`src/core/vsw_pkg.sv`:
```
`default_nettype none
package vsw_pkg;
   // system clock and serial bus rates
   localparam int CLK_PERIOD_NS = 8;
   localparam int STD_RATE_KBPS = 100;
   localparam int FAST_RATE_KBPS = 400;
   // shortest fast-mode clock phase, far longer than the filter delay
   localparam int FAST_HIGH_NS = 600;
   localparam int FAST_HIGH_CYCLES = FAST_HIGH_NS / CLK_PERIOD_NS;
   // spikes shorter than this are ignored on every pin
   localparam int GLITCH_NS = 50;
   localparam int GLITCH_CYCLES = (GLITCH_NS + CLK_PERIOD_NS - 1) / CLK_PERIOD_NS;
   localparam int FILT_CNT_W = 4;
   localparam logic [FILT_CNT_W-1:0] FILT_LIMIT = FILT_CNT_W'(GLITCH_CYCLES);
   localparam logic [FILT_CNT_W-1:0] FILT_ZERO = 4'h0;
   localparam logic [FILT_CNT_W-1:0] FILT_STEP = 4'h1;

   // slave address: five fixed bits, two from pins
   localparam logic [4:0] SLAVE_ADDR_FIXED = 5'h0b;
   localparam logic RW_READ = 1'b1;

   // sub-address pointer
   localparam logic [5:0] PTR_UPPER_ZERO = 6'h00;
   localparam logic [1:0] PTR_SINK_ONE = 2'h1;
   localparam logic [1:0] PTR_SINK_TWO = 2'h2;
   localparam logic [1:0] PTR_PLUG_STATUS = 2'h3;
   localparam logic [1:0] PTR_RESET = 2'h3;

   // register reset values and writable fields
   localparam logic [7:0] SINK_ONE_RESET = 8'h08;
   localparam logic [7:0] SINK_TWO_RESET = 8'h09;
   localparam logic [7:0] PLUG_STATUS_RESET = 8'h10;
   localparam logic [7:0] CONFIG_MASK = 8'h1f;
   localparam logic [7:0] PLUG_CTRL_MASK = 8'h30;
   localparam logic [7:0] READ_NONE = 8'h00;
   localparam logic [3:0] PWR_PAD = 4'h0;

   // byte framing
   localparam logic [3:0] BYTE_BITS = 4'h8;
   localparam logic [3:0] BIT_ZERO = 4'h0;
   localparam logic [3:0] BIT_STEP = 4'h1;
   localparam logic SDA_DRIVE_LEVEL = 1'b0;

   // filtered input vector layout
   localparam int PIN_W = 8;
   localparam int PIN_SCL = 7;
   localparam int PIN_SDA = 6;
   localparam int PIN_A_HI = 5;
   localparam int PIN_A_LO = 4;
   localparam logic [PIN_W-1:0] PIN_RESET = 8'hc0;

   typedef enum logic [9:0] {
      ST_IDLE      = 10'h001,
      ST_ADDR      = 10'h002,
      ST_ADDR_ACK  = 10'h004,
      ST_SUB       = 10'h008,
      ST_SUB_ACK   = 10'h010,
      ST_WDATA     = 10'h020,
      ST_WDATA_ACK = 10'h040,
      ST_RDATA     = 10'h080,
      ST_RDATA_ACK = 10'h100,
      ST_WAIT      = 10'h200
   } vsw_state_t;
endpackage
`default_nettype wire

```
`src/core/vsw_i2c_slave.sv`:
```
`timescale 1ns/1ns
`default_nettype none
module vsw_i2c_slave (
   input wire logic CLK,
   input wire logic RST_B,
   input wire logic SCL_IN,
   input wire logic SDA_IN,
   output logic SDA_OUT,
   output logic SDA_OE,
   input wire logic ADDR_SELECT_HI_PIN,
   input wire logic ADDR_SELECT_LO_PIN,
   input wire logic [3:0] SOURCE_POWER,
   output logic [7:0] SINK_ONE_CONFIG,
   output logic [7:0] SINK_TWO_CONFIG,
   output logic [7:0] PLUG_CONTROL
);
   import vsw_pkg::*;

   logic [PIN_W-1:0] pins;
   logic scl_q;
   logic sda_q;
   vsw_state_t state;
   vsw_state_t next_state;
   logic [3:0] bitcnt;
   logic [3:0] next_bitcnt;
   logic [7:0] shreg;
   logic [7:0] next_shreg;
   logic [1:0] ptr;
   logic [1:0] next_ptr;
   logic rw;
   logic next_rw;
   logic sda_oe;
   logic next_oe;
   logic sda_out;
   logic wr_en;
   logic [7:0] sink_one;
   logic [7:0] sink_two;
   logic [7:0] plug_ctrl;

   vsw_pin_filter #(
      .WIDTH(PIN_W),
      .RESET_VAL(PIN_RESET)
   ) u_filter (
      .CLK(CLK),
      .RST_B(RST_B),
      .pin_in({SCL_IN, SDA_IN, ADDR_SELECT_HI_PIN, ADDR_SELECT_LO_PIN, SOURCE_POWER}),
      .pin_out(pins)
   );

   wire scl = pins[PIN_SCL];
   wire sda = pins[PIN_SDA];
   wire [3:0] power = pins[3:0];

   // bus events from filtered levels
   wire scl_rise = scl && !scl_q;
   wire scl_fall = !scl && scl_q;
   wire start_cond = scl && scl_q && sda_q && !sda;
   wire stop_cond = scl && scl_q && !sda_q && sda;
   wire byte_done = (bitcnt == BYTE_BITS);

   // pin bits compared live, never latched
   wire [6:0] own_addr = {SLAVE_ADDR_FIXED, pins[PIN_A_HI], pins[PIN_A_LO]};
   wire addr_match = (shreg[7:1] == own_addr);

   function automatic logic [7:0] read_mux(input logic [1:0] sel, input logic [7:0] one,
                                           input logic [7:0] two, input logic [7:0] ctrl,
                                           input logic [3:0] pwr);
      logic [7:0] r;
      r = READ_NONE;
      if (sel == PTR_SINK_ONE) begin
         r = one;
      end else if (sel == PTR_SINK_TWO) begin
         r = two;
      end else if (sel == PTR_PLUG_STATUS) begin
         r = ctrl | {PWR_PAD, pwr};
      end
      return r;
   endfunction

   wire [7:0] read_value = read_mux(ptr, sink_one, sink_two, plug_ctrl, power);
   wire wr_sink_one = wr_en && (ptr == PTR_SINK_ONE);
   wire wr_sink_two = wr_en && (ptr == PTR_SINK_TWO);
   wire wr_plug = wr_en && (ptr == PTR_PLUG_STATUS);

   // protocol sequencer, next values
   always_comb begin
      next_state = state;
      next_bitcnt = bitcnt;
      next_shreg = shreg;
      next_ptr = ptr;
      next_rw = rw;
      next_oe = sda_oe;
      wr_en = 1'b0;
      if (stop_cond) begin
         next_state = ST_IDLE;
         next_oe = 1'b0;
      end else if (start_cond) begin
         next_state = ST_ADDR;
         next_bitcnt = BIT_ZERO;
         next_oe = 1'b0;
      end else begin
         unique case (state)
            ST_IDLE, ST_WAIT: begin
               next_oe = 1'b0;
            end
            ST_ADDR, ST_SUB, ST_WDATA: begin
               if (scl_rise && !byte_done) begin
                  // sample on rising clock, msb first
                  next_shreg = {shreg[6:0], sda};
                  next_bitcnt = bitcnt + BIT_STEP;
               end else if (scl_fall && byte_done) begin
                  next_bitcnt = BIT_ZERO;
                  if (state == ST_ADDR) begin
                     next_rw = shreg[0];
                     next_oe = addr_match;
                     next_state = addr_match ? ST_ADDR_ACK : ST_WAIT;
                  end else if (state == ST_SUB) begin
                     next_ptr = shreg[1:0];
                     next_oe = 1'b1;
                     next_state = ST_SUB_ACK;
                  end else begin
                     wr_en = 1'b1;
                     next_oe = 1'b1;
                     next_state = ST_WDATA_ACK;
                  end
               end
            end
            ST_ADDR_ACK: begin
               if (scl_fall) begin
                  if (rw == RW_READ) begin
                     next_shreg = read_value;
                     next_oe = !read_value[7];
                     next_state = ST_RDATA;
                  end else begin
                     next_oe = 1'b0;
                     next_state = ST_SUB;
                  end
               end
            end
            ST_SUB_ACK: begin
               if (scl_fall) begin
                  next_oe = 1'b0;
                  next_state = ST_WDATA;
               end
            end
            ST_WDATA_ACK: begin
               if (scl_fall) begin
                  next_oe = 1'b0;
                  next_state = ST_WAIT;
               end
            end
            ST_RDATA: begin
               if (scl_rise) begin
                  next_bitcnt = bitcnt + BIT_STEP;
               end else if (scl_fall) begin
                  if (byte_done) begin
                     next_oe = 1'b0;
                     next_state = ST_RDATA_ACK;
                  end else begin
                     // shift next bit out on falling clock
                     next_shreg = {shreg[6:0], 1'b0};
                     next_oe = !shreg[6];
                  end
               end
            end
            ST_RDATA_ACK: begin
               if (scl_fall) begin
                  next_state = ST_WAIT;
               end
            end
         endcase
      end
   end

   always_ff @(posedge CLK or negedge RST_B) begin
      if (!RST_B) begin
         scl_q <= 1'b1;
         sda_q <= 1'b1;
         sda_out <= SDA_DRIVE_LEVEL;
      end else begin
         scl_q <= scl;
         sda_q <= sda;
         sda_out <= SDA_DRIVE_LEVEL;
      end
   end

   always_ff @(posedge CLK or negedge RST_B) begin
      if (!RST_B) begin
         state <= ST_IDLE;
         bitcnt <= BIT_ZERO;
         shreg <= READ_NONE;
         ptr <= PTR_RESET;
         rw <= 1'b0;
         sda_oe <= 1'b0;
      end else begin
         state <= next_state;
         bitcnt <= next_bitcnt;
         shreg <= next_shreg;
         ptr <= next_ptr;
         rw <= next_rw;
         sda_oe <= next_oe;
      end
   end

   // register writes, reserved bits kept zero
   always_ff @(posedge CLK or negedge RST_B) begin
      if (!RST_B) begin
         sink_one <= SINK_ONE_RESET;
         sink_two <= SINK_TWO_RESET;
         plug_ctrl <= PLUG_STATUS_RESET & PLUG_CTRL_MASK;
      end else begin
         if (wr_sink_one) begin
            sink_one <= shreg & CONFIG_MASK;
         end
         if (wr_sink_two) begin
            sink_two <= shreg & CONFIG_MASK;
         end
         if (wr_plug) begin
            plug_ctrl <= shreg & PLUG_CTRL_MASK; // power bits read-only
         end
      end
   end

   // open drain: only ever pulls low
   assign SDA_OUT = sda_out;
   assign SDA_OE = sda_oe;
   assign SINK_ONE_CONFIG = sink_one;
   assign SINK_TWO_CONFIG = sink_two;
   assign PLUG_CONTROL = plug_ctrl;
endmodule
`default_nettype wire

```
`src/core/vsw_pin_filter.sv`:
```
`timescale 1ns/1ns
`default_nettype none
module vsw_pin_filter #(
   parameter int WIDTH = 8,
   parameter logic [WIDTH-1:0] RESET_VAL = '0
) (
   input wire logic CLK,
   input wire logic RST_B,
   input wire logic [WIDTH-1:0] pin_in,
   output logic [WIDTH-1:0] pin_out
);
   import vsw_pkg::*;

   genvar i;
   generate
      for (i = 0; i < WIDTH; i++) begin : g_bit
         logic meta;
         logic sync;
         logic [FILT_CNT_W-1:0] cnt;
         logic filt;
         wire differs = (sync != filt);
         wire settled = (cnt == FILT_LIMIT);
         // two-stage synchroniser, first stage read only by the second
         always_ff @(posedge CLK or negedge RST_B) begin
            if (!RST_B) begin
               meta <= RESET_VAL[i];
               sync <= RESET_VAL[i];
            end else begin
               meta <= pin_in[i];
               sync <= meta;
            end
         end
         // a level must hold for the whole window before it is taken
         always_ff @(posedge CLK or negedge RST_B) begin
            if (!RST_B) begin
               cnt <= FILT_ZERO;
               filt <= RESET_VAL[i];
            end else if (!differs) begin
               cnt <= FILT_ZERO;
            end else if (settled) begin
               cnt <= FILT_ZERO;
               filt <= sync;
            end else begin
               cnt <= cnt + FILT_STEP;
            end
         end
         assign pin_out[i] = filt;
      end
   endgenerate
endmodule
`default_nettype wire

```
`config.mk`:
```
export PLATFORM = sky130hd
export DESIGN_NAME = vsw_i2c_slave
export DESIGN_NICKNAME = d
export VERILOG_FILES = /design/src/core/vsw_pkg.sv /design/src/core/vsw_i2c_slave.sv /design/src/core/vsw_pin_filter.sv
export SDC_FILE = /design/constraint.sdc
export NUM_CORES = 1
export LEC_CHECK = 0
export BUFFER_PORTS_ARGS = -buffer_cell sky130_fd_sc_hd__buf_2
export CORE_ASPECT_RATIO = 2
export CORE_MARGIN = 3
export CORE_UTILIZATION = 55
export DETAILED_ROUTE_END_ITERATION = 10
export GPL_TIMING_DRIVEN = 1
export PLACE_DENSITY = 0.76
export SLEW_MARGIN = 5
export SYNTH_ARGS = -nofsm -noshare
export SYNTH_HDL_FRONTEND = slang
export SYNTH_SLANG_ARGS = --single-unit
```
`constraint.sdc`:
```
create_clock -name CLK -period 3.2 [get_ports CLK]
set_input_delay 0.64 -clock CLK [delete_from_list [all_inputs] [get_ports CLK]]
set_output_delay 0.64 -clock CLK [all_outputs]
set_load 0.005 [all_outputs]
```
==> metrics.cfg <==
[run_status]
outcome=finished clean

[placed_design]
place.gp.congestion=0.983
dp_hpwl_um=7140
postPlaceCellArea_mm2=0.00487
numPortBuffers=22
dp_worst_setup_slack_ns=0.470

[synthesis]
syn-cell-area_mm2=0.00475
postSynthCellCount=418
synth_top_cells_by_area=dfrtp_1, dfstp_2, mux2_2
netlist_top_cells_count=dfrtp_1, nor2_1, mux2_2, nor3_1, nand2_1
ys_seq_elements=96
ys_seq_area_frac=0.509
synth.most_common_cell=dfrtp_1
async_flop_share=1.00
synth_cell_type_count=67
synth_edf_count=0
synth.avg_cell_area_um2=11.4
synth_flop_cell=dfrtp_1
yosysTopAreaCell=dfrtp_1
yosys_warnings=0
synth_top_area_share=0.426

[worst_setup_path]
reg2reg_to=state[8]
crit_path_end_kind=flop
worstSetupStartpointType=flop
arrival_ns=3.04
worst_ep_required_time_ns=3.46
worst-setup-path-type=flop to flop
crit_chain=or4_4 > or3_4 > o31ai_1 > a21oi_1 > or4_1 > o2bb2ai_1
timing.rr.start=state[8]
cp_slowest_cell=or4_4
cp_max_fo=7
r2r_slack_ns=0.42
slowest_delay_ns=0.56
reg2reg_depth=6

[global_route]
antenna_found_initial=0
grt_pass1_wl_um=15600
grt_overflow=0
grt_pass1_vias=3276
grt_max_degree=55
grt.total_usage=0.208

[routing]
wl_per_cell_um=17.7
first_pass_iters=4
finalWirelength_um=9610
drc=0
vias_per_cell=5.98
ant_nets=0
dr_total_vias=3253
drt_iter0_drc=211

[die]
dieArea_mm2=0.00986
num_rows=47
initial_core_util=0.569
die_w_um=71.7
placeableCoreArea_mm2=0.00835
die_h_um=137
ioPinCount=36

[timing]
hold_viol=0
setup_tns_ns=0
maxSlewHeadroom=0.635
fin_ws_ns=0.423
fin_crit_sh=0.868
min_period_ns=2.78
max_freq_mhz=360
worstMarginPinSlew_ns=0.544
fin_skew_ns=0.00678
grt_setup_unrepaired=no
drv_slew=0
setup_viol=0

[power]
leakage_nw=2.38
powerDensity_mw_per_mm2=625
total_power_mw=3.23
ir_drop_v=0.000503

[finish]
postLayoutCellArea_mm2=0.00517
seq_area_mm2=0.00242
fin_nets=461
syn_to_final_growth_pct=8.77
num_antenna_cells=0
multiInputGateArea_mm2=0.00213
drive_gt1_frac=0.226
utilization=0.619
fillers=691

[clocking]
ctsHtreeMaxLevel=3
ctsHoldBuffers=0
cts_resized=0
tritoncts=done
cts-root-buf=clkbuf_16
numClockSinks=96
clkSlewWorstSetupHoldPaths_ns=0.06
cts_buffers=9
ctsLongestPathBuffers=2
cts_setup_buffers=0
clk_latency_ns=0.34

[flow_run]
drv_cap=0

[worst_hold_path]
min_path_type=primary input to async pin

==> how the worst max path moves through the flow <==
stage               startpoint        to  slack (ns)
floorplan             state[9]  shreg[0]        0.62
global placement      state[8]  state[8]        0.48
detailed placement    state[8]  state[8]        0.47
CTS                   state[8]  state[8]        0.45
global route          state[8]  state[8]        0.30
finish                state[8]  state[8]        0.42
==> placed cells by master (no fill, tap or decap), drive strengths merged, types with 3 or more instances in the layout <==
cell type and instances:
inv 7, nor3b 7, nor2 39, nor3 21, nand2b 5, buf 27
nor4 5, clkbuf 14, a21oi 13, o21ai 10, dfrtp 81, dfstp 15
ha 10, xnor2 19, nand2 20, o22ai 3, nand4 3, nor2b 11
o2bb2ai 5, a22o 3, a221oi 5, or4 6, o211ai 5, or2b 3
xor2 6, conb 13, mux2 34, nand3b 5, nand3 15, a22oi 3
==> layout make-up <==
type,count,share of cell area
Sequential cell,96,0.468
Timing Repair Buffer,27,0.0315
Clock inverter,2,0.00750
Tap cell,98,0.0237
Clock buffer,14,0.0511
Multi-Input combinational cell,300,0.413
Inverter,7,0.00508
==> state kept, by name, summed over array words and instances (netlist names) <==
signal	cells
u_filter.g_bit.cnt	32
state	10
shreg	8
u_filter.g_bit.filt	8
u_filter.g_bit.meta	8
u_filter.g_bit.sync	8
SINK_ONE_CONFIG	5
SINK_TWO_CONFIG	5
bitcnt	4
PLUG_CONTROL	2
ptr	2
SDA_OE	1
rw	1
scl_q	1
sda_q	1
==> layer usage <==
layer  part of all wire  vias up  global-route usage
li1                   -     1534                   -
met1               0.37     1620               0.214
met2               0.56       76               0.385
met3              0.035       23              0.0373
met4              0.035        0               0.116
met5                  0        -                   0
==> power breakdown <==
group	internal, mW	switching [mW]	total [mW]
combinational	0.259	0.286	0.546
sequential	1.42	0.186	1.61
clock	0.651	0.430	1.08
==> stage by stage <==
step                      cells  hold slack, ns
after floorplan             430           0.331
after global placement      528           0.332
after detailed placement    528           0.336
after CTS                   544           0.307
after global routing        544           0.318
final                       544           0.281
==> critical path: cells and delay by family, from the launching register on <==
| kind | cells | cell delay [ns] |
|---|---|---|
| flip-flops | 1 | 0.46 |
| AO/OA/AOI/OAI | 3 | 0.83 |
| AND/OR/NAND/NOR | 3 | 1.40 |
==> cells by family (layout without fill, tap and decap cells) <==
kind of cell               after synthesis  after routing  share of synthesized area
adders and majority gates               10             10                     0.0263
other                                    1             13                   0.000789
xor gates and xnor gates                25             25                     0.0461
buffers and inverters                   34             50                     0.0511
DFF                                     96             96                      0.509
muxes                                   36             36                     0.0903
and+or+nand+nor                        148            148                      0.167
AOI/OAI and AO/OA                       68             68                      0.109
Power figures use the tool's default switching activity.
